==> config.mk <==
export PLATFORM = sky130hd
export DESIGN_NAME = quad_output_read_path
export DESIGN_NICKNAME = d
export VERILOG_FILES = /design/src/quad_output_read_cmd_pkg.sv /design/src/pin_sync_if.sv /design/src/quad_output_read_path.sv /design/src/pin_filter.sv
export SDC_FILE = /design/constraint.sdc
export NUM_CORES = 1
export LEC_CHECK = 0
export ABC_AREA = 1
export BUFFER_PORTS_ARGS = -buffer_cell sky130_fd_sc_hd__clkbuf_2
export CORE_ASPECT_RATIO = 2
export CORE_MARGIN = 5
export CORE_UTILIZATION = 27
export DETAILED_ROUTE_END_ITERATION = 16
export GPL_ROUTABILITY_DRIVEN = 0
export GPL_TIMING_DRIVEN = 0
export PLACE_DENSITY = 0.47
export SLEW_MARGIN = 20
export SYNTH_ARGS = -nofsm -noshare
export SYNTH_HDL_FRONTEND = slang
export SYNTH_SLANG_ARGS = --single-unit
==> constraint.sdc <==
create_clock -name core_clk -period 2 [get_ports core_clk]
set_input_delay 0 -clock core_clk [delete_from_list [all_inputs] [get_ports core_clk]]
set_output_delay 0 -clock core_clk [all_outputs]
set_load 0.005 [all_outputs]
==> src/quad_output_read_cmd_pkg.sv <==
// constants for the quad-output read path
// assumes a single 125 MHz core clock; link pins sampled by it
package quad_output_read_cmd_pkg;

    localparam logic [7:0] QUAD_OUTPUT_READ_CMD = 8'h6b;
    localparam logic [7:0] ENTER_WIDE_ADDR_CMD  = 8'ha5;
    localparam logic [7:0] EXIT_WIDE_ADDR_CMD   = 8'ha6;

    localparam logic [5:0] CMD_BITS      = 6'h08;
    localparam logic [5:0] ADDR_BITS_NAR = 6'h18;
    localparam logic [5:0] ADDR_BITS_WID = 6'h20;

    localparam logic [5:0] DUMMY_CODE0 = 6'h08;
    localparam logic [5:0] DUMMY_CODE1 = 6'h04;
    localparam logic [5:0] DUMMY_CODE2 = 6'h06;
    localparam logic [5:0] DUMMY_CODE3 = 6'h0a;

    localparam int         WIDE_FLAG_POS = 5;
    localparam int         DUMMY_LO_POS  = 6;
    localparam int         DUMMY_HI_POS  = 7;
    localparam logic [7:0] CFG_RESET     = 8'h00;

    localparam int SYNC_STAGES = 3;
    localparam int PIN_COUNT   = 3;
    localparam int PIN_CS      = 0;
    localparam int PIN_SCLK    = 1;
    localparam int PIN_IO0     = 2;

    typedef enum logic [2:0]
    {
        ST_IDLE   = 3'h0,
        ST_CMD    = 3'h1,
        ST_ADDR   = 3'h3,
        ST_DUMMY  = 3'h2,
        ST_DATA   = 3'h6,
        ST_IGNORE = 3'h7
    } seq_state_type;

endpackage

==> src/pin_sync_if.sv <==
// carries filtered link levels and clock edges to the sequencer
// driven by pin_filter, read by the read path
`timescale 1ns/10ps
`default_nettype none
interface pin_sync_if;
    logic cs_n_lvl;
    logic io0_lvl;
    logic sclk_rise;
    logic sclk_fall;
    modport src (output cs_n_lvl, output io0_lvl, output sclk_rise,
                 output sclk_fall);
    modport dst (input cs_n_lvl, input io0_lvl, input sclk_rise,
                 input sclk_fall);
endinterface
`default_nettype wire

==> src/quad_output_read_path.sv <==
// serial flash quad-output read sequencer, device side
// assumes array data arrives on mem_data one core cycle after mem_addr
`timescale 1ns/10ps
`default_nettype none
// Overview of operation
// address bits are sampled on each rising serial clock edge
// data leaves four bits per falling clock edge on four lines
// any byte address may start a read, no alignment
// address counter steps by one after every byte sent
// counter past the top address wraps to zero and continues
// three-byte address by default; wide mode or extended bit reach more
// host drops select, sends command then address on line zero
// dummy clocks sit between address and data; nothing driven then
// after this command data is four wide; command, address single line
// select rising during data stops output and ends the read
// read command is ignored while program, erase or status write busy
// dummy clock count comes from configuration bits six and seven
// wide mode adds eight address clocks; later phases shift along
// enter-wide command sets configuration bit five until cleared
// host releases all four lines before the first data clock
module quad_output_read_path
    import quad_output_read_cmd_pkg::*;
#(
    parameter int             ADDR_W   = 26,
    parameter logic [ADDR_W-1:0] MEM_LAST = {ADDR_W{1'b1}}
)
(
    input  wire logic               core_clk,
    input  wire logic               rst,
    input  wire logic               cs_n_pin,
    input  wire logic               sclk_pin,
    input  wire logic               io_line_0,
    output logic [3:0]              io_out,
    output logic [3:0]              io_oe,
    output logic [ADDR_W-1:0]       mem_addr,
    input  wire logic [7:0]         mem_data,
    input  wire logic               write_busy,
    input  wire logic [ADDR_W-25:0] extended_addr_bit,
    input  wire logic               cfg_wr_en,
    input  wire logic [7:0]         cfg_wr_data,
    output logic [7:0]              cfg_q,
    output logic                    wide_addr_flag,
    output logic                    read_active
);
    typedef struct packed
    {
        seq_state_type     st;
        logic [5:0]        cnt;
        logic [31:0]       sh;
        logic [ADDR_W-1:0] addr;
        logic [7:0]        data;
        logic              nib;
        logic [3:0]        dout;
        logic              oe;
        logic [7:0]        cfg;
    } rd_state_type;

    rd_state_type q;
    rd_state_type d;
    logic [31:0]  shifted;
    pin_sync_if   sync ();

    pin_filter i_pin_filter
    (
        .core_clk (core_clk),
        .rst      (rst),
        .cs_n_pin (cs_n_pin),
        .sclk_pin (sclk_pin),
        .io0_pin  (io_line_0),
        .sync     (sync)
    );

    // dummy count from the two configuration bits
    function automatic logic [5:0] dummy_len(input logic [7:0] cfg);
        logic [1:0] code;
        code = {cfg[DUMMY_HI_POS], cfg[DUMMY_LO_POS]};
        case (code)
            2'h0:    dummy_len = DUMMY_CODE0;
            2'h1:    dummy_len = DUMMY_CODE1;
            2'h2:    dummy_len = DUMMY_CODE2;
            default: dummy_len = DUMMY_CODE3;
        endcase
    endfunction

    // address phase length follows the wide flag
    function automatic logic [5:0] addr_len(input logic [7:0] cfg);
        addr_len = cfg[WIDE_FLAG_POS] ? ADDR_BITS_WID : ADDR_BITS_NAR;
    endfunction

    // shift on rising edge
    assign shifted = {q.sh[30:0], sync.io0_lvl};

    always_comb
    begin
        d = q;
        if (cfg_wr_en)
            d.cfg = cfg_wr_data;
        // select low opens a frame
        case (q.st)
            ST_IDLE:
            begin
                if (!sync.cs_n_lvl)
                begin
                    d.st  = ST_CMD;
                    d.cnt = 6'h00;
                end
            end
            ST_CMD:
            begin
                if (sync.sclk_rise)
                begin
                    d.sh  = shifted;
                    d.cnt = q.cnt + 6'h01;
                    if (q.cnt == CMD_BITS - 6'h01)
                    begin
                        d.cnt = 6'h00;
                        d.st  = ST_IGNORE;
                        // busy write rejects read
                        if (shifted[7:0] == QUAD_OUTPUT_READ_CMD
                            && !write_busy)
                            d.st = ST_ADDR;
                        // wide flag set and cleared
                        if (shifted[7:0] == ENTER_WIDE_ADDR_CMD)
                            d.cfg[WIDE_FLAG_POS] = 1'b1;
                        if (shifted[7:0] == EXIT_WIDE_ADDR_CMD)
                            d.cfg[WIDE_FLAG_POS] = 1'b0;
                    end
                end
            end
            ST_ADDR:
            begin
                if (sync.sclk_rise)
                begin
                    d.sh  = shifted;
                    d.cnt = q.cnt + 6'h01;
                    // length from wide flag
                    if (q.cnt == addr_len(q.cfg) - 6'h01)
                    begin
                        d.cnt = 6'h00;
                        d.st  = ST_DUMMY;
                        // narrow mode uses extended bits
                        // any start address taken as is
                        if (q.cfg[WIDE_FLAG_POS])
                            d.addr = shifted[ADDR_W-1:0];
                        else
                            d.addr = {extended_addr_bit, shifted[23:0]};
                    end
                end
            end
            ST_DUMMY:
            begin
                // count dummies, lines stay released
                if (sync.sclk_rise)
                begin
                    d.cnt = q.cnt + 6'h01;
                    if (q.cnt == dummy_len(q.cfg) - 6'h01)
                    begin
                        d.st  = ST_DATA;
                        d.nib = 1'b0;
                    end
                end
            end
            ST_DATA:
            begin
                // nibble out per falling edge
                if (sync.sclk_fall)
                begin
                    d.oe  = 1'b1;
                    d.nib = ~q.nib;
                    if (!q.nib)
                    begin
                        d.dout = mem_data[7:4];
                        d.data = mem_data;
                    end
                    else
                    begin
                        d.dout = q.data[3:0];
                        // step and wrap
                        if (q.addr == MEM_LAST)
                            d.addr = '0;
                        else
                            d.addr = q.addr + 1'b1;
                    end
                end
            end
            ST_IGNORE:
            begin
                d.oe = 1'b0;
            end
            default:
            begin
                d.st = ST_IDLE;
            end
        endcase
        // select high ends any frame
        if (sync.cs_n_lvl)
        begin
            d.st  = ST_IDLE;
            d.oe  = 1'b0;
            d.nib = 1'b0;
            d.cnt = 6'h00;
        end
    end

    always_ff @(posedge core_clk)
    begin
        if (rst)
        begin
            q <= '{st: ST_IDLE, cnt: 6'h00, sh: 32'h0000_0000,
                   addr: '0, data: 8'h00, nib: 1'b0, dout: 4'h0,
                   oe: 1'b0, cfg: CFG_RESET};
        end
        else
        begin
            q <= d;
        end
    end

    // lines driven only in data phase
    assign io_oe          = {4{q.oe}};
    assign io_out         = q.dout;
    assign mem_addr       = q.addr;
    assign cfg_q          = q.cfg;
    assign wide_addr_flag = q.cfg[WIDE_FLAG_POS];
    assign read_active    = (q.st == ST_DATA);
endmodule
`default_nettype wire

==> src/pin_filter.sv <==
// three-stage synchroniser and agreement filter for link pins
// assumes pins are asynchronous to core_clk
`timescale 1ns/10ps
`default_nettype none
module pin_filter
    import quad_output_read_cmd_pkg::*;
(
    input  wire logic             core_clk,
    input  wire logic             rst,
    input  wire logic             cs_n_pin,
    input  wire logic             sclk_pin,
    input  wire logic             io0_pin,
    pin_sync_if.src               sync
);
    typedef struct packed
    {
        logic [PIN_COUNT-1:0] s1;
        logic [PIN_COUNT-1:0] s2;
        logic [PIN_COUNT-1:0] s3;
        logic [PIN_COUNT-1:0] lvl;
        logic                 rise;
        logic                 fall;
    } filt_state_type;

    filt_state_type q;
    filt_state_type d;
    logic [PIN_COUNT-1:0] raw;

    assign raw[PIN_CS]   = cs_n_pin;
    assign raw[PIN_SCLK] = sclk_pin;
    assign raw[PIN_IO0]  = io0_pin;

    always_comb
    begin
        d      = q;
        d.s1   = raw;
        d.s2   = q.s1;
        d.s3   = q.s2;
        // first stage feeds only the second; filter looks at s2 and s3
        for (int i = 0; i < PIN_COUNT; i++)
        begin
            if (q.s2[i] == q.s3[i])
                d.lvl[i] = q.s2[i];
        end
        d.rise = d.lvl[PIN_SCLK] & ~q.lvl[PIN_SCLK];
        d.fall = ~d.lvl[PIN_SCLK] & q.lvl[PIN_SCLK];
    end

    always_ff @(posedge core_clk)
    begin
        if (rst)
        begin
            q <= '{s1: 3'h5, s2: 3'h5, s3: 3'h5, lvl: 3'h5,
                   rise: 1'b0, fall: 1'b0};
        end
        else
        begin
            q <= d;
        end
    end

    assign sync.cs_n_lvl  = q.lvl[PIN_CS];
    assign sync.io0_lvl   = q.lvl[PIN_IO0];
    assign sync.sclk_rise = q.rise;
    assign sync.sclk_fall = q.fall;
endmodule
`default_nettype wire

After elaboration in Yosys (flattened, before gate mapping)
Cells that the tools add are included.

Register bits after elaboration: 102. Input port bits: 25. Output and inout port bits: 44. Logic and storage cells: 105.

Add/sub/neg operators: 4. Equality and inequality tests: 25. Muxes and demuxes: 33. Bitwise operators: 6. Reduce and logical (&&, ||, !) cells: 19.

Operators with widths (number): 2-to-1 mux 26 bit (4); 2-to-1 mux 67 bit (1); one-hot mux 31 bit (2 select lines) (1); one-hot mux 26 bit (2 select lines) (1); 2-to-1 mux 41 bit (1); 2-to-1 mux 40 bit (1); 2-to-1 mux 9 bit (3); adder 26 x 1 -> 26 bit (second input constant) (1); equality test 26 bit (second input constant) (1); 2-to-1 mux 6 bit (4); one-hot mux 6 bit (4 select lines) (1); equality test 8 bit (second input constant) (2); one-hot mux 3 bit (5 select lines) (1); equality test 6 bit (2); one-hot mux 4 bit (3 select lines) (1); subtractor 6 x 1 -> 6 bit (second input constant) (2); inequality test 2 x 1 -> 1 bit (second input constant) (5); equality test 8 x 7 -> 1 bit (second input constant) (1); 2-to-1 mux 1 bit (8); 2-to-1 mux 8 bit (1); AND reduction 4 bit (2); nonzero test 2 bit (4); AND reduction 7 bit (1); adder 6 x 1 -> 6 bit (second input constant) (1); other kinds (22) (37).

Longest topological paths before layout
Gate-level depths: netlist of run 1.

Depth in word-level cells: 9. Depth in mapped cells: 12. Gate-level depth less buffers: 11.

By module
Synthesis of run 1 repeated with hierarchy kept, for this count alone.

Cells, all modules: 765. Area, all modules: 5170.0 sq um.

By module, submodules not included: quad_output_read_path (times used 1, cells an instance 722, area an instance 4749.6 sq um, sequential area each 1561.5 sq um); pin_filter (times used 1, cells an instance 43, area an instance 420.4 sq um, sequential area each 280.3 sq um).

Worst setup path before layout of run 1
No wires, ideal clock.

Kind: register to register. Start: register q (netlist bit mem_addr[1]). End: register q (netlist bit mem_addr[5]). Setup time: 0.118 ns. Arrival: 1.427 ns. Setup slack: 0.455 ns. Cell stages (with the launch flop): 11. Buffers on the path: 0. Period minus slack after synthesis: 1.545 ns. Path through: dfxtp_1 > ha_1 > nand2_1 > nor2_4 > nand2_2 > nor2_4 > nand4_2 > nand2_4 > inv_2 > nand2_1 > a21oi_1.

Word-level cells in the longest chain between the ends: 5. Elaborated cells between the ends (all ways): 6. Classes of those cells: add/sub (1); eq/ne (1); mux (4).

RTL lines: start: declaration (RTL line quad_output_read_path.sv:58) `rd_state_type q;`; start signal: assignment (RTL line quad_output_read_path.sv:209) `q <= '{st: ST_IDLE, cnt: 6'h00, sh: 32'h0000_0000,`; adder 26 x 1 -> 26 bit / equality test 26 bit (equally long branches) (RTL line quad_output_read_path.sv:182, quad_output_read_path.sv:179); 2-to-1 mux 26 bit * (RTL line quad_output_read_path.sv:179) `if (q.addr == MEM_LAST)`; 2-to-1 mux 26 bit * (RTL line quad_output_read_path.sv:170) `if (!q.nib)`; 2-to-1 mux 40 bit * (RTL line quad_output_read_path.sv:166) `if (sync.sclk_fall)`; one-hot mux 26 bit (2 select lines) * (RTL line quad_output_read_path.sv:99) `case (q.st)`.

Mark *: on every way between the ends. The rest lies on a longest branch, timed or not. The select of a mux whose other input is x is not followed. A chain may end at the register's enable or synchronous reset.

Final worst setup path of run 1
Start: register q (netlist bit mem_addr[0]). End: register q (netlist bit mem_addr[16]).

Same word-level chain as after synthesis.

==> flow_metrics.py, run 1 <==
metrics = {
    "worst_setup_path": {
        "cp_slowest_cell": "dfxtp_1",
        "crit_chain": "ha_1, nand2_1, nor2_4, nand2_2, nor2_4, nand4_4, nand2_4, inv_2, nand2_1, a21oi_1",
        "required_ps": 2230,
        "endpoint_kind": "flop",
        "crit_fanout": 9,
        "critical_path.max_stage_delay_ps": 380,
        "critPathLaunchType": "flop",
        "cpLargestDelayFamily": "simple AND/OR/NAND/NOR gates",
        "cp_num_buf_inv": 1,
        "critPathArrivalTime_ps": 2110,
        "path_class": "flop to flop",
    },
    "timing": {
        "rsz0062_at_grt": "no",
        "fin_ws_ps": 113,
        "relSlewSlack_pct": 59.2,
        "whs_ps": 40.3,
        "period_minus_slack_ps": 1890,
        "finClkSkew_ps": 9.84,
        "setup_viol": 0,
        "hold_viol_final": 0,
        "tightest_slew_ps": 612,
        "max_freq_ghz": 0.530,
        "slew_violations": 0,
        "min_period_over_period_pct": 94.4,
    },
    "clocking": {
        "cts_inserted_buffers": 9,
        "tritoncts": "yes",
        "clk_latency_ps": 350,
        "clkTransAtPathRegs_ps": 70,
        "clockRootBuffer": "clkbuf_16",
        "cts.sinks": 92,
        "htreeDepth": 3,
        "cts_buffer_depth": 2,
    },
    "layout": {
        "mostFrequentLayoutCell": "nand2_1",
        "nets": 864,
        "finalInstanceArea_um2": 6150,
        "syn_to_final_growth_pct": 24.7,
        "drive_above_1_share_pct": 19.1,
        "fill_cells": 2002,
        "diodes": 0,
        "final_cell_mix": "nand2_1 (155), nor2_1 (115), dfxtp_1 (91), inv_1 (73)",
    },
    "run": {
        "cap_viol_max_count": 0,
    },
    "route": {
        "detail-route-antenna-nets": 0,
        "vias": 4902,
        "avgViaCountPerCell": 4.64,
        "dr.pass1.iters": 4,
        "drc": 0,
        "totalWireLength_um": 16300,
        "drt_iter0_markers": 202,
        "wl_per_cell_um": 15.4,
    },
    "power": {
        "switching_share_pct": 20.7,
        "pwr-share-clk_pct": 48.7,
        "p_int_mw": 3.13,
        "cellPowerDensity_nw_per_um2": 642,
        "vdd_drop_max_v": 0.000461,
        "pwr-share-seq_pct": 47.2,
        "pwr-share-comb_pct": 4.2,
        "p_leak_nw": 2.73,
        "p_sw_mw": 0.818,
    },
    "logic_synthesis": {
        "async_flop_share_pct": 0,
        "synthCells": 732,
        "synthesis.nets": 759,
        "ys_seq_area_share_pct": 37.3,
        "synth_ff_type": "dfxtp_1",
        "yosys_register_bits": 92,
        "synth.avg_cell_area_um2": 6.74,
        "synth_edf_count": 0,
        "ys_types": 40,
        "syn_area_um2": 4930,
        "yosys_warnings": 0,
    },
    "outcome": {
        "status": "complete, no violations",
    },
    "floorplan": {
        "row_count": 70,
        "die_x_um": 106,
        "coreArea_um2": 18100,
        "die-area_um2": 21200,
        "initial_core_util_pct": 27.2,
        "io_pins": 69,
        "die_h_um": 201,
    },
    "grt": {
        "grt_pass1_wl_um": 25300,
        "overflow": 0,
        "grt_pass1_vias": 4970,
        "grt_max_degree": 15,
        "track_usage_pct": 15.3,
        "antenna_found_initial": 0,
    },
    "place": {
        "preCtsSetupSlack_ps": -5.54,
        "io_buffers": 68,
        "postPlaceCellArea_um2": 5540,
        "dpl.hpwl_um": 13000,
    },
    "hold_path": {
        "hold_class": "input port to flop",
    },
}
[power by group through the flow]
stage,sequential [mW],clock [mW],combinational [mW]
2_1_floorplan,1.90,0,0.0680
3_3_place_gp,1.90,0,0.133
3_5_place_dp,1.90,0,0.135
4_1_cts,1.86,1.98,0.167
5_1_grt,1.86,2.04,0.182
6_report,1.86,1.92,0.164
[layer usage]
metal | track usage [%] | share of wire [%]
met2 | 32.1 | 60
met1 | 13.0 | 33
met5 | 0 | 0
met4 | 9.12 | 5.2
met3 | 1.89 | 2.5
[cell usage after synthesis (2+ instances only)]
library cell / number / area share, %
nor4_1: 2 / 0.25
nand3_1: 28 / 2.8
o21ai_0: 49 / 5.0
o21ai_1: 10 / 1.0
dfxtp_1: 92 / 37
nor2_4: 4 / 0.91
xnor2_1: 3 / 0.53
mux2i_1: 4 / 0.81
nor2_1: 115 / 8.8
a21oi_1: 68 / 6.9
nand2_1: 155 / 12
or2_2: 6 / 0.76
buf_2: 3 / 0.30
o211ai_1: 3 / 0.46
buf_1: 2 / 0.15
nand2_4: 2 / 0.46
buf_4: 42 / 6.4
nor3_1: 7 / 0.71
nand2_2: 4 / 0.51
nand4_1: 15 / 1.9
inv_1: 73 / 5.6
a211oi_1: 2 / 0.30
ha_1: 2 / 0.51
xor2_1: 9 / 1.6
clkbuf_1: 12 / 0.91
buf_6: 4 / 0.91
clkinv_1: 3 / 0.23
[final timing paths]
kind                                        start                 to  slack, ps  cells after the start
worst max-delay path                  mem_addr[0]       mem_addr[16]        110                     10
worst min-delay path                    cfg_wr_en           cfg_q[5]         40                      3
worst max register to register        mem_addr[0]       mem_addr[16]        110                     10
worst min register to register  i_pin_filter.d[9]  i_pin_filter.d[6]        400                      2
[worst register-to-register path, delay by kind of cell (launching register included)]
kind	cells	cell delay, ps
compound gates	1	60
simple gates	7	1000
fa+ha+maj	1	210
buf+inv	1	140
flops	1	380
[flip-flops by register name, indices dropped and copies added (netlist names)]
register	count
q	39
mem_addr	26
cfg_q	8
i_pin_filter.d	6
i_pin_filter.q	4
io_out	4
i_pin_filter.sync.cs_n_lvl	1
i_pin_filter.sync.io0_lvl	1
i_pin_filter.sync.sclk_fall	1
i_pin_filter.sync.sclk_rise	1
io_oe	1
[cell type report]
| cell class | instances | area [um2] | area share [%] |
|---|---|---|---|
| Buffer | 64 | 443 | 7.20 |
| Clock buffer | 12 | 267 | 4.33 |
| Clock inverter | 3 | 68.8 | 1.12 |
| Inverter | 78 | 298 | 4.84 |
| Multi-Input combinational cell | 498 | 2360 | 38.4 |
| Sequential cell | 92 | 1840 | 30.0 |
| Tap cell | 216 | 270 | 4.40 |
| Timing Repair Buffer | 94 | 601 | 9.77 |
[per-stage QoR]
stage	util (%)	TNS [ps]	power, mW	std cells
floorplan	-	0	1.97	732
global placement	30.6	-103	2.04	1016
detailed placement	30.6	-16.6	2.04	1016
CTS	33.7	0	4.01	1053
global route	33.9	0	4.09	1057
finish	33.9	0	3.95	1057
[cells by family after synthesis]
| logic type | after synthesis | synth area share (%) |
|---|---|---|
| AND/OR/NAND/NOR | 343 | 29.8 |
| XOR/XNOR | 12 | 2.13 |
| AO/OA/AOI/OAI | 136 | 14.2 |
| multiplexers | 4 | 0.812 |
| adder cells (fa/ha/maj) | 3 | 0.710 |
| flip-flops | 92 | 37.3 |
| buffers and inverters | 142 | 15.0 |
[what timing repair did]
action | CTS | global route
pin swaps | 1 | 2
endpoints found under the setup margin | 7 | 15
hold buffers | 21 | 0
hold endpoints to repair | 20 | 0
buffers inserted | 1 | 4
gates resized for setup | 1 | 1
Power figures use the tool's default switching activity.
==> run 2: changes to the inputs <==
--- a/config.mk
+++ b/config.mk
@@ -13,7 +13,6 @@
 export DETAILED_ROUTE_END_ITERATION = 16
 export GPL_ROUTABILITY_DRIVEN = 0
 export GPL_TIMING_DRIVEN = 0
-export PLACE_DENSITY = 0.47
 export SLEW_MARGIN = 20
 export SYNTH_ARGS = -nofsm -noshare
 export SYNTH_HDL_FRONTEND = slang
==> run 2 against run 1 <==
Non-clock buffer count up 1. Fmax down 1.7%. Sequential power about the same. Sequential cell count unchanged. Wire length down 3.7%.
==> flow_metrics.py, run 2 (synthesis results as in run 1) <==
metrics = {
    "timing": {
        "fin_tns_setup_ps": 0,
        "max_freq_ghz": 0.521,
        "finClkSkew_ps": 14.9,
        "tightest_slew_ps": 587,
        "slew_violations": 0,
        "min_period_over_period_pct": 96.0,
        "fin_ws_ps": 80.6,
        "relSlewSlack_pct": 60.9,
        "period_minus_slack_ps": 1920,
        "hold_viol_final": 0,
        "setup_viol": 0,
    },
    "layout": {
        "layoutNonFillerInstCount": 1059,
        "syn_to_final_growth_pct": 24.1,
        "mostFrequentLayoutCell": "nand2_1",
        "largest_reg_flops": 39,
        "regMostFlops": "q",
        "diodes": 0,
        "nets": 865,
        "fill_cells": 1980,
        "drive_above_1_share_pct": 19.5,
        "final_cell_mix": "nand2_1 (155), nor2_1 (114), dfxtp_1 (90), inv_1 (73)",
    },
    "grt": {
        "overflow": 0,
        "track_usage_pct": 14.9,
        "antenna_found_initial": 0,
        "grt_max_degree": 16,
        "grt_pass1_wl_um": 24500,
        "grt_pass1_vias": 4821,
    },
    "power": {
        "p_leak_nw": 2.70,
        "vdd_drop_max_v": 0.000332,
        "finalPower_mw": 3.76,
        "cellPowerDensity_nw_per_um2": 614,
    },
    "worst_setup_path": {
        "critPathArrivalTime_ps": 2150,
        "crit_fanout": 9,
        "crit_chain": "nand2_1, nor2_1, nand2_2, nor2_4, nand4_4, nand2_4, inv_2, nand2_1, a21oi_1",
        "critPathLaunchType": "flop",
        "endpoint_kind": "flop",
        "r2r_slack_ps": 80,
        "required_ps": 2240,
        "path_class": "flop to flop",
        "cp_slowest_cell": "dfxtp_1",
        "critPathMostFrequentCell": "nand2_1",
        "critical_path.max_stage_delay_ps": 470,
    },
    "clocking": {
        "cts_buffer_depth": 2,
        "clkTransAtPathRegs_ps": 60,
        "cts.sinks": 92,
        "cts_inserted_buffers": 9,
        "tritoncts": "yes",
        "clockRootBuffer": "clkbuf_16",
        "htreeDepth": 3,
        "clk_latency_ps": 360,
    },
    "floorplan": {
        "die_x_um": 106,
        "coreArea_um2": 18100,
        "initial_core_util_pct": 27.2,
        "row_count": 70,
        "die_h_um": 201,
        "die-area_um2": 21200,
        "io_pins": 69,
    },
    "route": {
        "drt_iter0_markers": 221,
        "dr.pass1.iters": 5,
        "detail-route-antenna-nets": 0,
        "avgViaCountPerCell": 4.61,
        "wl_per_cell_um": 14.8,
        "drc": 0,
        "vias": 4883,
        "totalWireLength_um": 15700,
    },
    "place": {
        "place_inst": 1016,
        "dpl.hpwl_um": 12500,
        "preCtsSetupSlack_ps": -30.2,
        "io_buffers": 68,
    },
    "run": {
        "cap_viol_max_count": 0,
    },
    "hold_path": {
        "hold_class": "input port to flop",
    },
    "outcome": {
        "status": "complete, no violations",
    },
}
## run 2: path summary, 6_finish.rpt
path / cells after the start / to / start
setup / recovery: 9 / mem_addr[1] / mem_addr[5]
hold / removal: 3 / cfg_q[1] / cfg_wr_en
setup reg to reg: 9 / mem_addr[1] / mem_addr[5]
hold reg to reg: 2 / i_pin_filter.d[6] / i_pin_filter.d[9]
## run 2: routing by layer
layer / share of wire, % / global-route usage, %
met2: 59 / 30.6
met1: 32 / 12.3
met4: 6.0 / 10.4
met3: 3.0 / 1.83
met5: 0 / 0
## run 2: final cells by class
type / count / area (um2) / share of cell area [%]
inverter: 78 / 298 / 4.87
timing repair buffer: 95 / 608 / 9.93
multi-input combinational: 498 / 2360 / 38.6
tap: 216 / 270 / 4.42
buffer: 64 / 443 / 7.24
sequential: 92 / 1840 / 30.1
clock inverter: 5 / 61.3 / 1.00
clock buffer: 11 / 233 / 3.80
## run 2: what timing repair did
item | in CTS | in global routing
pin swaps | 1 | 2
buffers inserted | 2 | 4
endpoints found under the setup margin | 9 | 13
hold endpoints to repair | 20 | 0
hold buffers | 21 | 0
resized for setup | 2 | 3
## run 2: power by group
group          switching [mW]  total (mW)  internal, mW
registers              0.0121        1.86          1.85
clock network           0.758        1.73         0.975
logic                  0.0795       0.164        0.0849
## run 2: worst max-delay path: cells and delay by family (launching register included)
kind	cells	cell delay [ps]
compound gates	1	70
flops	1	470
simple gates	7	1130
buf+inv	1	140
## run 2: through the flow
step	utilization, %	hold WS [ps]	area, um2
finish	33.8	26.3	6120
global placement	30.6	184	5540
floorplan	-	104	4930
CTS	33.6	16.4	6080
detailed placement	30.6	190	5540
global route	33.8	45.0	6120
==> run 3: changes to the inputs <==
--- a/config.mk
+++ b/config.mk
@@ -7,7 +7,7 @@
 export LEC_CHECK = 0
 export ABC_AREA = 1
 export BUFFER_PORTS_ARGS = -buffer_cell sky130_fd_sc_hd__clkbuf_2
-export CORE_ASPECT_RATIO = 2
+export CORE_ASPECT_RATIO = 0.5
 export CORE_MARGIN = 5
 export CORE_UTILIZATION = 27
 export DETAILED_ROUTE_END_ITERATION = 16
==> constraint.sdc (replaced) <==
create_clock -name core_clk -period 1.8 [get_ports core_clk]
set_input_delay 0 -clock core_clk [delete_from_list [all_inputs] [get_ports core_clk]]
set_output_delay 0 -clock core_clk [all_outputs]
set_load 0.005 [all_outputs]
==> run 3 against run 2 <==
Count of clock-buffer cells in the layout down 1. Sequential power grew 11%. Global-route usage is 2.0 points lower. Utilization is 1.3 points higher. Non-clock buffer count is 2 lower. Combinational power increased by 9.8%. Worst hold slack gained 2.8 ps. Register-to-register slack improved by 20 ps. Clock power increased by 13%. Sequential share of layout area fell by 0.19 points. Design area grew 1.0%. Critical path type unchanged. Largest power group unchanged.
==> flow_metrics.py, run 3 (synthesis results as in run 1) <==
metrics = {
    "outcome": {
        "status": "complete, no violations",
    },
    "layout": {
        "drive_above_1_share_pct": 21.0,
        "multiInputGateArea_um2": 2410,
        "nets": 863,
        "final_cell_mix": "nand2_1 (155), nor2_1 (112), dfxtp_1 (86), inv_1 (72), clkbuf_2 (69)",
        "diodes": 0,
        "seq_area_um2": 1850,
        "layoutNonFillerInstCount": 1075,
        "syn_to_final_growth_pct": 25.4,
        "finalInstanceArea_um2": 6180,
        "mostFrequentLayoutCell": "nand2_1",
        "regMostFlops": "q",
        "largest_reg_flops": 39,
        "fill_cells": 1888,
    },
    "grt": {
        "grt_max_degree": 16,
        "grt_pass1_wl_um": 22500,
        "grt_pass1_vias": 4519,
        "track_usage_pct": 12.8,
        "overflow": 0,
        "antenna_found_initial": 0,
    },
    "floorplan": {
        "initial_core_util_pct": 27.9,
        "die-area_um2": 21200,
        "io_pins": 69,
        "die_x_um": 201,
        "row_count": 34,
        "die_h_um": 106,
        "coreArea_um2": 17700,
    },
    "worst_setup_path": {
        "critPathArrivalTime_ps": 1930,
        "endpoint_kind": "flop",
        "required_ps": 2030,
        "crit_fanout": 10,
        "path_class": "flop to flop",
        "critPathLaunchType": "flop",
    },
    "clocking": {
        "cts_inserted_buffers": 9,
        "cts_buffer_depth": 2,
        "htreeDepth": 3,
        "tritoncts": "yes",
        "clockRootBuffer": "clkbuf_16",
        "clk_latency_ps": 340,
        "clkTransAtPathRegs_ps": 70,
        "cts.sinks": 92,
    },
    "hold_path": {
        "hold_class": "input port to flop",
    },
    "timing": {
        "hold_viol_final": 0,
        "min_period_over_period_pct": 94.3,
        "whs_ps": 29.0,
        "setup_viol": 0,
        "relSlewSlack_pct": 68.5,
        "finClkSkew_ps": 7.38,
        "max_freq_ghz": 0.589,
        "period_minus_slack_ps": 1700,
        "fin_ws_ps": 103,
        "slew_violations": 0,
        "tightest_slew_ps": 472,
    },
    "power": {
        "cellPowerDensity_nw_per_um2": 679,
        "p_leak_nw": 2.73,
        "vdd_drop_max_v": 0.000468,
        "finalPower_mw": 4.20,
    },
    "route": {
        "drt_iter0_markers": 361,
        "totalWireLength_um": 13700,
        "detail-route-antenna-nets": 0,
        "drc": 0,
        "dr.pass1.iters": 5,
        "wl_per_cell_um": 12.7,
        "avgViaCountPerCell": 4.53,
        "vias": 4875,
    },
    "place": {
        "dpl.hpwl_um": 10500,
        "place_inst": 1034,
        "postPlaceCellArea_um2": 5570,
        "preCtsSetupSlack_ps": -50.6,
        "io_buffers": 68,
    },
    "run": {
        "cap_viol_max_count": 0,
    },
}
## run 3: final timing paths
kind / start / endpoint / slack, ps / cells after the start
max reg2reg: q[88] / mem_addr[15] / 100 / 9
max: q[88] / mem_addr[15] / 100 / 9
min reg2reg: i_pin_filter.d[9] / i_pin_filter.d[6] / 400 / 2
min: cfg_wr_en / cfg_q[0] / 30 / 3
## run 3: power by group
part           switching [mW]  total (mW)  internal (mW)  leakage [nW]
clock                   0.838        1.95           1.12         0.153
combinational          0.0841       0.180         0.0959          1.83
sequential             0.0130        2.07           2.05         0.748
total                   0.936        4.20           3.26          2.73
## run 3: routing by layer
layer / vias up / wire length (um) / global-route usage (%)
met4: 0 / 160 / 2.99
met2: 110 / 6110 / 21.5
met3: 13 / 563 / 2.52
li1: 2515 / - / -
met1: 2237 / 6860 / 17.3
met5: - / 0 / 0
## run 3: cell type report
class                   instances  area share, %
inverters                      78           4.81
plain buffers                  64           7.18
clock inverters                 6           1.01
multi-input cells             498           39.0
well taps                     234           4.73
flip-flops and latches         92           29.9
clock buffers                  10           3.86
repair buffers                 93           9.43
## run 3: stage by stage
stage	TNS [ps]	util [%]
2_1_floorplan	0	-
3_3_place_gp	-488	31.5
3_5_place_dp	-394	31.5
4_1_cts	0	34.6
5_1_grt	-55.4	35.0
6_report	0	35.0
## run 3: worst max-delay path: stages, from the launching register on
cell	delay [ps]
dfxtp_2	360
inv_1	130
nand3_2	130
nand2_1	90
o21ai_1	70
nor2_2	190
nand2_8	130
buf_6	170
a21oi_1	200
a21oi_1	100
## run 3: what timing repair did
action / CTS / global route
endpoints found under the setup margin: 9 / 49
hold buffers: 22 / 0
hold endpoints to repair: 20 / 0
pin swaps: 2 / 4
buffers inserted: 1 / 2
resized for setup: 2 / 22
